<file path="config.mk">
export PLATFORM = sky130hd
export DESIGN_NAME = shp_host_port
export DESIGN_NICKNAME = d
export VERILOG_FILES = /design/src/shp_cycle_gen.v /design/src/shp_host_port.v
export VERILOG_INCLUDE_DIRS = /design/src /design/src/shared
export SDC_FILE = /design/constraint.sdc
export NUM_CORES = 1
export LEC_CHECK = 0
export BUFFER_PORTS_ARGS = -buffer_cell sky130_fd_sc_hd__buf_2
export CAP_MARGIN = 5
export CORE_MARGIN = 1.5
export CORE_UTILIZATION = 52
export CTS_CLUSTER_DIAMETER = 120
export DETAILED_ROUTE_END_ITERATION = 12
export PLACE_DENSITY = 0.88
export SLEW_MARGIN = 20
export SYNTH_ARGS = -nofsm -noshare
export SYNTH_HDL_FRONTEND = slang
export SYNTH_SLANG_ARGS = --single-unit
</file>
<file path="constraint.sdc">
create_clock -name i_clk -period 2.25 [get_ports i_clk]
set_input_delay 0.1125 -clock i_clk [delete_from_list [all_inputs] [get_ports i_clk]]
set_output_delay 0.1125 -clock i_clk [all_outputs]
set_load 0.005 [all_outputs]
</file>
<file path="src/shared/shp_defines.vh">
// Constants for the slave controller host port
`ifndef SHP_DEFINES_VH
`define SHP_DEFINES_VH
// Host status byte bit positions
`define SHP_STAT_OBF_BIT   0
`define SHP_STAT_IBF_BIT   1
`define SHP_STAT_CMD_BIT   3
// Reset values
`define SHP_RST_BYTE       8'h00
`define SHP_RST_PORT       8'hFF
// Operation codes on the internal command port
`define SHP_OP_NONE        4'h0
`define SHP_OP_IN_DBB      4'h1
`define SHP_OP_OUT_DBB     4'h2
`define SHP_OP_J_IN_EMPTY  4'h3
`define SHP_OP_J_OUT_FULL  4'h4
`define SHP_OP_J_TIMER     4'h5
`define SHP_OP_J_T0        4'h6
`define SHP_OP_J_T1        4'h7
`define SHP_OP_EXP_READ    4'h8
`define SHP_OP_EXP_WRITE   4'h9
`define SHP_OP_EXP_AND     4'hA
`define SHP_OP_EXP_OR      4'hB
`define SHP_OP_PORT_OUT1   4'hC
`define SHP_OP_PORT_OUT2   4'hD
// Instruction cycle length in clocks
`define SHP_CYCLE_CLKS     15
// Expander nibble codes
`define SHP_EXP_RD         2'h0
`define SHP_EXP_WR         2'h1
`define SHP_EXP_OR         2'h2
`define SHP_EXP_AND        2'h3
`endif

</file>
<file path="src/shp_cycle_gen.v">
// Instruction cycle divider with single-step gating
`default_nettype none
`include "shp_defines.vh"
module shp_cycle_gen #(
  parameter CYCLE_CLKS = `SHP_CYCLE_CLKS
) (
  input  wire       i_clk,
  input  wire       i_nrst,
  input  wire       i_step_mode,
  input  wire       i_step_n,
  output reg        o_cycle_en,
  output reg        o_sync
);
  reg  [7:0] div_reg;
  reg        step_d_reg;
  reg        armed_reg;
  wire       wrap;
  wire       step_fall;

  assign wrap      = (div_reg == CYCLE_CLKS[7:0] - 8'h01);
  assign step_fall = step_d_reg & ~i_step_n;

  // Divider, step arming and strobe pulse
  always @(posedge i_clk) begin
    if (!i_nrst) begin
      div_reg    <= 8'h00;
      step_d_reg <= 1'b1;
      armed_reg  <= 1'b0;
      o_cycle_en <= 1'b0;
      o_sync     <= 1'b0;
    end else begin
      step_d_reg <= i_step_n;
      o_cycle_en <= 1'b0;
      o_sync     <= 1'b0;
      if (step_fall)
        armed_reg <= 1'b1;
      if (wrap) begin
        div_reg <= 8'h00;
        if (!i_step_mode || armed_reg || step_fall) begin
          o_cycle_en <= 1'b1;
          o_sync     <= 1'b1;
          armed_reg  <= 1'b0;
        end
      end else begin
        div_reg <= div_reg + 8'h01;
      end
    end
  end
endmodule // shp_cycle_gen
`default_nettype wire

</file>
<file path="src/shp_host_port.v">
// Host data buffer port, flags, test branches and expander strobe
`default_nettype none
`include "shp_defines.vh"
module shp_host_port #(
  parameter CYCLE_CLKS = `SHP_CYCLE_CLKS
) (
  input  wire       i_clk,
  input  wire       i_nrst,
  input  wire       i_cs_n,
  input  wire       i_rd_n,
  input  wire       i_wr_n,
  input  wire       i_data_command_select,
  input  wire [7:0] i_data,
  output wire [7:0] o_data,
  output wire       o_data_oe,
  input  wire       i_step_mode,
  input  wire       i_step_n,
  output wire       o_sync,
  input  wire [3:0] i_op,
  input  wire [7:0] i_acc,
  input  wire [1:0] i_exp_port,
  input  wire       i_op_valid,
  output wire       o_op_ready,
  output reg  [7:0] o_acc,
  output reg        o_acc_load,
  output reg        o_branch_taken,
  output reg        o_op_done,
  output reg  [9:0] o_pc,
  input  wire [9:0] i_branch_addr,
  input  wire       i_counter_mode,
  input  wire       i_timer_run,
  input  wire       i_test_input_zero,
  input  wire       i_test_input_one,
  output reg        o_timer_flag,
  output reg  [7:0] o_timer,
  input  wire [7:0] i_port1,
  input  wire [7:0] i_port2,
  output reg  [7:0] o_port1,
  output reg  [7:0] o_port2,
  input  wire [3:0] i_expander_nibble,
  output reg  [3:0] o_expander_nibble,
  output reg        o_expander_nibble_oe,
  output reg        o_prog_strobe,
  output wire       o_input_full_flag,
  output wire       o_output_full_flag
);
  localparam ST_IDLE = 2'h0;
  localparam ST_EXP1 = 2'h1;
  localparam ST_EXP2 = 2'h2;
  localparam ST_JMP2 = 2'h3;

  reg  [7:0] in_buf_reg;
  reg  [7:0] out_buf_reg;
  reg        ibf_reg;
  reg        obf_reg;
  reg        cmd_reg;
  reg        wr_d_reg;
  reg        rd_d_reg;
  reg        t1_d_reg;
  reg  [7:0] read_reg;
  reg        read_oe_reg;
  reg  [1:0] state_reg;
  reg  [3:0] op_reg;
  reg  [7:0] acc_reg;
  reg  [1:0] port_reg;
  reg        take_reg;
  reg  [3:0] nib_reg;
  wire       cycle_en;
  wire       sel;
  wire       wr_end;
  wire       rd_start;
  wire       rd_end;
  wire       t1_rise;
  wire       ibf_clr;
  wire       obf_set;
  wire       tf_clr;
  wire       tick;
  wire [7:0] status;

  // Expander code for an operation
  function [1:0] exp_code;
    input [3:0] op;
    begin
      case (op)
        `SHP_OP_EXP_WRITE: exp_code = `SHP_EXP_WR;
        `SHP_OP_EXP_AND:   exp_code = `SHP_EXP_AND;
        `SHP_OP_EXP_OR:    exp_code = `SHP_EXP_OR;
        default:           exp_code = `SHP_EXP_RD;
      endcase
    end
  endfunction

  shp_cycle_gen #(
    .CYCLE_CLKS (CYCLE_CLKS)
  ) u_cycle (
    .i_clk       (i_clk),
    .i_nrst      (i_nrst),
    .i_step_mode (i_step_mode),
    .i_step_n    (i_step_n),
    .o_cycle_en  (cycle_en),
    .o_sync      (o_sync)
  );

  assign sel      = ~i_cs_n;
  assign wr_end   = ~wr_d_reg & (i_wr_n | i_cs_n);
  assign rd_start = sel & rd_d_reg & ~i_rd_n;
  assign rd_end   = ~rd_d_reg & i_rd_n;
  assign t1_rise  = i_test_input_one & ~t1_d_reg;
  assign status   = {4'h0, cmd_reg, 1'b0, ibf_reg, obf_reg};
  assign o_input_full_flag  = ibf_reg;
  assign o_output_full_flag = obf_reg;
  assign o_op_ready = (state_reg == ST_IDLE) & cycle_en;
  assign ibf_clr = o_op_ready & i_op_valid & (i_op == `SHP_OP_IN_DBB);
  assign obf_set = o_op_ready & i_op_valid & (i_op == `SHP_OP_OUT_DBB);
  assign tf_clr  = o_op_ready & i_op_valid & (i_op == `SHP_OP_J_TIMER);
  assign tick = i_timer_run & (i_counter_mode ? t1_rise : cycle_en);
  assign o_data    = read_reg;
  assign o_data_oe = read_oe_reg;

  // Host side strobes, buffers and flags
  always @(posedge i_clk) begin
    if (!i_nrst) begin
      in_buf_reg  <= `SHP_RST_BYTE;
      out_buf_reg <= `SHP_RST_BYTE;
      ibf_reg     <= 1'b0;
      obf_reg     <= 1'b0;
      cmd_reg     <= 1'b0;
      wr_d_reg    <= 1'b1;
      rd_d_reg    <= 1'b1;
      read_reg    <= `SHP_RST_BYTE;
      read_oe_reg <= 1'b0;
    end else begin
      wr_d_reg <= i_wr_n | i_cs_n;
      rd_d_reg <= i_rd_n | i_cs_n;
      if (sel & ~i_wr_n) begin
        in_buf_reg <= i_data;
        cmd_reg    <= i_data_command_select;
      end
      if (wr_end)
        ibf_reg <= 1'b1;
      else if (ibf_clr)
        ibf_reg <= 1'b0;
      if (rd_start) begin
        read_oe_reg <= 1'b1;
        read_reg    <= i_data_command_select ? status : out_buf_reg;
      end else if (rd_end | i_cs_n) begin
        read_oe_reg <= 1'b0;
      end
      if (obf_set) begin
        out_buf_reg <= i_acc;
        obf_reg     <= 1'b1;
      end else if (rd_end & ~i_data_command_select & read_oe_reg) begin
        obf_reg <= 1'b0;
      end
    end
  end

  // Timer and counter with overflow flag
  always @(posedge i_clk) begin
    if (!i_nrst) begin
      t1_d_reg     <= i_test_input_one; // No false edge after reset
      o_timer      <= `SHP_RST_BYTE;
      o_timer_flag <= 1'b0;
    end else begin
      t1_d_reg <= i_test_input_one;
      if (tick)
        o_timer <= o_timer + 8'h01;
      if (tick && o_timer == 8'hFF)
        o_timer_flag <= 1'b1;
      else if (tf_clr)
        o_timer_flag <= 1'b0;
    end
  end

  // Internal operation sequencer
  always @(posedge i_clk) begin
    if (!i_nrst) begin
      state_reg            <= ST_IDLE;
      op_reg               <= `SHP_OP_NONE;
      acc_reg              <= `SHP_RST_BYTE;
      port_reg             <= 2'h0;
      take_reg             <= 1'b0;
      nib_reg              <= 4'h0;
      o_acc                <= `SHP_RST_BYTE;
      o_acc_load           <= 1'b0;
      o_branch_taken       <= 1'b0;
      o_op_done            <= 1'b0;
      o_pc                 <= 10'h000;
      o_port1              <= `SHP_RST_PORT;
      o_port2              <= `SHP_RST_PORT;
      o_expander_nibble    <= 4'h0;
      o_expander_nibble_oe <= 1'b0;
      o_prog_strobe        <= 1'b1;
    end else begin
      o_acc_load     <= 1'b0;
      o_branch_taken <= 1'b0;
      o_op_done      <= 1'b0;
      case (state_reg)
        ST_IDLE: begin
          if (o_op_ready && i_op_valid) begin
            op_reg   <= i_op;
            acc_reg  <= i_acc;
            port_reg <= i_exp_port;
            o_pc     <= o_pc + 10'h001;
            case (i_op)
              `SHP_OP_IN_DBB: begin
                o_acc      <= in_buf_reg;
                o_acc_load <= 1'b1;
                o_op_done  <= 1'b1;
              end
              `SHP_OP_PORT_OUT1: begin
                o_port1   <= i_acc;
                o_op_done <= 1'b1;
              end
              `SHP_OP_PORT_OUT2: begin
                o_port2   <= i_acc;
                o_op_done <= 1'b1;
              end
              `SHP_OP_J_IN_EMPTY: begin
                take_reg  <= ~ibf_reg;
                state_reg <= ST_JMP2;
              end
              `SHP_OP_J_OUT_FULL: begin
                take_reg  <= obf_reg;
                state_reg <= ST_JMP2;
              end
              `SHP_OP_J_TIMER: begin
                take_reg  <= o_timer_flag;
                state_reg <= ST_JMP2;
              end
              `SHP_OP_J_T0: begin
                take_reg  <= i_test_input_zero;
                state_reg <= ST_JMP2;
              end
              `SHP_OP_J_T1: begin
                take_reg  <= i_test_input_one;
                state_reg <= ST_JMP2;
              end
              `SHP_OP_EXP_READ, `SHP_OP_EXP_WRITE,
              `SHP_OP_EXP_AND, `SHP_OP_EXP_OR: begin
                o_expander_nibble    <= {exp_code(i_op), i_exp_port};
                o_expander_nibble_oe <= 1'b1;
                state_reg            <= ST_EXP1;
              end
              default: begin
                o_op_done <= 1'b1;
              end
            endcase
          end
        end
        ST_EXP1: begin
          o_prog_strobe <= 1'b0;
          if (op_reg == `SHP_OP_EXP_READ) begin
            o_expander_nibble_oe <= 1'b0;
          end else begin
            o_expander_nibble <= acc_reg[3:0];
          end
          state_reg <= ST_EXP2;
        end
        ST_EXP2: begin
          if (cycle_en) begin
            o_prog_strobe        <= 1'b1;
            o_expander_nibble_oe <= 1'b0;
            if (op_reg == `SHP_OP_EXP_READ) begin
              o_acc      <= {4'h0, i_expander_nibble};
              o_acc_load <= 1'b1;
            end
            o_op_done <= 1'b1;
            state_reg <= ST_IDLE;
          end
        end
        ST_JMP2: begin
          if (cycle_en) begin
            if (take_reg) begin
              o_pc           <= i_branch_addr;
              o_branch_taken <= 1'b1;
            end else begin
              o_pc <= o_pc + 10'h001;
            end
            o_op_done <= 1'b1;
            state_reg <= ST_IDLE;
          end
        end
        default: begin
          state_reg <= ST_IDLE;
        end
      endcase
    end
  end
endmodule // shp_host_port
`default_nettype wire
</file>
==> results.sh <==
export IMPL_wirelength_mm=11.34
export IMPL_p_per_area_nw_per_um2=692.9
export IMPL_grt_max_degree=44
export IMPL_synthArstFlopShare_pct=0
export IMPL_nNetsFinal=709
export IMPL_syn_area_um2=4609
export IMPL_drive_gt1_share_pct=25.00
export IMPL_post_cts_setup_buffers=0
export IMPL_ctsHoldBuffers=17
export IMPL_path_cells="inv_1 -> ha_1 -> nand3_1 -> or4_1 -> mux2i_1 -> nor2_1"
export IMPL_final_common_cell="buf_2"
export IMPL_post_place_ws_ps=289.4
export IMPL_hold_path_class="input port to register"
export IMPL_skew_ps=15.08
export IMPL_cp_start_kind="register"
export IMPL_p_total_w=0.003891
export IMPL_num_rows=34
export IMPL_largest_register="o_pc"
export IMPL_hold_viol=0
export IMPL_p_clk_share_pct=30.2
export IMPL_required_ps=2520
export IMPL_vdd_drop_max_v=0.0003750
export IMPL_cap_viol_max_count=0
export IMPL_port_buffers=113
export IMPL_setup_slack_ps=238.9
export IMPL_intPower_w=0.002783
export IMPL_tightest_slew_ps=719.4
export IMPL_start_util_pct=53.38
export IMPL_clkSlewWorstSetupHoldPaths_ps=100
export IMPL_cts_tree="yes"
export IMPL_dieWidth_um=97.15
export IMPL_numCtsBuffers=9
export IMPL_critPathKind="register to register"
export IMPL_multi_input_area_um2=2327
export IMPL_reg2reg_setup_slack_ps=240
export IMPL_drc=0
export IMPL_slowest_stage="or4_1"
export IMPL_post_dp_hpwl_mm=8.027
export IMPL_drt_antenna_violating_nets=0
export IMPL_die_h_um=97.15
export IMPL_p_switching_w=0.001107
export IMPL_grt_pass1_wl_mm=18.46
export IMPL_cts_max_path_buffers=2
export IMPL_path_delay_family="simple AND/OR/NAND/NOR gates"
export IMPL_cts_resized=0
export IMPL_cp_end_kind="register"
export IMPL_drt_iter0_markers=245
export IMPL_combPwrFrac_pct=19.0
export IMPL_vias=4165
export IMPL_path_buf_inv=1
export IMPL_pin_count=130
export IMPL_ys_types=57
export IMPL_final_max_slew_viol_count=0
export IMPL_largest_reg_flops=10
export IMPL_synth_flop_cell="dfxtp_1"
export IMPL_ys_seq_area_share_pct=45.60
export IMPL_synth_nets=590
export IMPL_fmax_mhz=497.2
export IMPL_cp_max_fo=9
export IMPL_cp_arrival_ps=2280
export IMPL_rsz0062_at_grt="no"
export IMPL_final_cell_mix="buf_2, dfxtp_1, nand2_1, nor2_1, a21oi_1"
export IMPL_timing_hold_ws_ps=21.01
export IMPL_via_per_inst=5.568
export IMPL_fillers=697
export IMPL_dieArea_um2=9438
export IMPL_finalCritPeriodShare_pct=89.38
export IMPL_power_leakage_nw=2.416
export IMPL_cts_htree_levels=3
export IMPL_syn_inst=516
export IMPL_gp_congestion=0.9722
export IMPL_setup_violations=0
export IMPL_yosys_warnings=0
export IMPL_grt_antenna_before_repair=0
export IMPL_run_status="finished, final reports clean"
export IMPL_grt_ovfl_total=0
export IMPL_synth_avg_cell_area_um2=8.933
export IMPL_grt_usage_pct=23.59
export IMPL_clock_root_buffer="clkbuf_8"
export IMPL_fin_tns_setup_ps=0
export IMPL_clock_sinks=105
export IMPL_register_area_um2=2102
export IMPL_slowest_delay_ps=760
export IMPL_grt_pass1_vias=3934
export IMPL_power_frac_seq_pct=50.8
export IMPL_netSwitchingFraction_pct=28.46
export IMPL_dr_pass1_iters=5
export IMPL_min_period_ps=2011
export IMPL_clk_latency_ps=370
export IMPL_areaGrowthSynthToFinish_pct=21.82
export IMPL_antenna_cells=0
export IMPL_synth_edf_count=0
export IMPL_synth_seq_cells=105
export IMPL_core_area_um2=8636
export IMPL_slew_headroom_pct=51.86
export IMPL_wl_per_cell_um=15.16
==> through the flow <==
stage               std cells  instance area [µm²]  utilization [%]
detailed placement        715                 5246            60.75
global route              748                 5615            65.02
finish                    748                 5615            65.02
CTS                       748                 5615            65.02
floorplan                 516                 4609                -
global placement          715                 5246            60.75
==> logic make-up after synthesis <==
logic type | Yosys count | share of synthesized area (%)
AO/OA/AOI/OAI | 98 | 14.12
XOR/XNOR | 11 | 2.090
adder cells (fa/ha/maj) | 9 | 2.443
buffers and inverters | 42 | 3.909
flip-flops | 105 | 45.60
multiplexers | 44 | 10.02
AND/OR/NAND/NOR | 207 | 21.82
==> worst register-to-register path: stages, from the launching register on <==
cell and delay [ps]:
dfxtp_1 340, inv_1 140, ha_1 250, nand3_1 100, or4_1 760, mux2i_1 260, nor2_1 70
==> area by class of cell <==
type                       count  area share, %
multi-input combinational    369          41.44
tap                          108          2.406
sequential                   105          37.43
inverter                       9         0.6016
timing repair buffer         141          14.57
clock inverter                 7          1.337
clock buffer                   9          2.206
==> worst paths after layout <==
kind                              startpoint                          end  cells past startpoint
setup / recovery   state_reg[1]$_SDFFE_PN0P_  out_buf_reg[4]$_SDFFE_PN0P_                      6
hold reg to reg   in_buf_reg[1]$_SDFFE_PN0P_   in_buf_reg[1]$_SDFFE_PN0P_                      2
setup reg to reg   state_reg[1]$_SDFFE_PN0P_  out_buf_reg[4]$_SDFFE_PN0P_                      6
hold / removal              i_branch_addr[1]         o_pc[1]$_SDFFE_PN0P_                      3
==> synthesized netlist by cell type (all sizes together) (2+ instances only) <==
cell,count,area share (%)
nand2,86,7.0
and3,6,0.81
dfxtp,105,46
nor2,41,3.3
a211oi,12,2.0
or4,3,0.49
a31oi,3,0.41
nand4,5,0.81
nor3b,3,0.49
and2,4,0.54
nand2b,7,0.95
o22ai,2,0.41
nor4,2,0.27
a21oi,40,4.3
nor2b,3,0.41
inv,9,0.73
a31o,3,0.57
a311oi,2,0.38
o211ai,3,0.79
o31ai,6,0.98
nor3,5,0.54
o21ai,17,1.9
nor4b,2,0.71
or3,5,0.68
xor2,6,1.1
or2,3,0.41
mux2,4,0.98
buf,14,1.6
nand3,20,2.2
nand4b,2,0.38
xnor2,5,0.95
o2111ai,2,0.38
ha,9,2.4
nand3b,6,0.98
clkbuf,19,1.5
mux2i,39,8.5
a221oi,2,0.76
==> metal layers <==
metal | track usage [%] | vias up | wire length, µm
met5 | 0 | - | 0
met4 | 6.912 | 0 | 125
met3 | 4.101 | 13 | 695
met2 | 43.30 | 154 | 5778
met1 | 28.02 | 1953 | 4741
li1 | - | 2045 | -
==> power by group through the flow <==
stage | clock [W] | sequential [W] | combinational (W)
after global routing | 0.00128 | 0.00199 | 0.000820
after CTS | 0.00120 | 0.00198 | 0.000733
after floorplan | 0 | 0.00202 | 0.000498
after detailed placement | 0 | 0.00202 | 0.000699
final | 0.00117 | 0.00198 | 0.000739
after global placement | 0 | 0.00201 | 0.000673
Note: power is estimated with default switching activity, not from simulation.
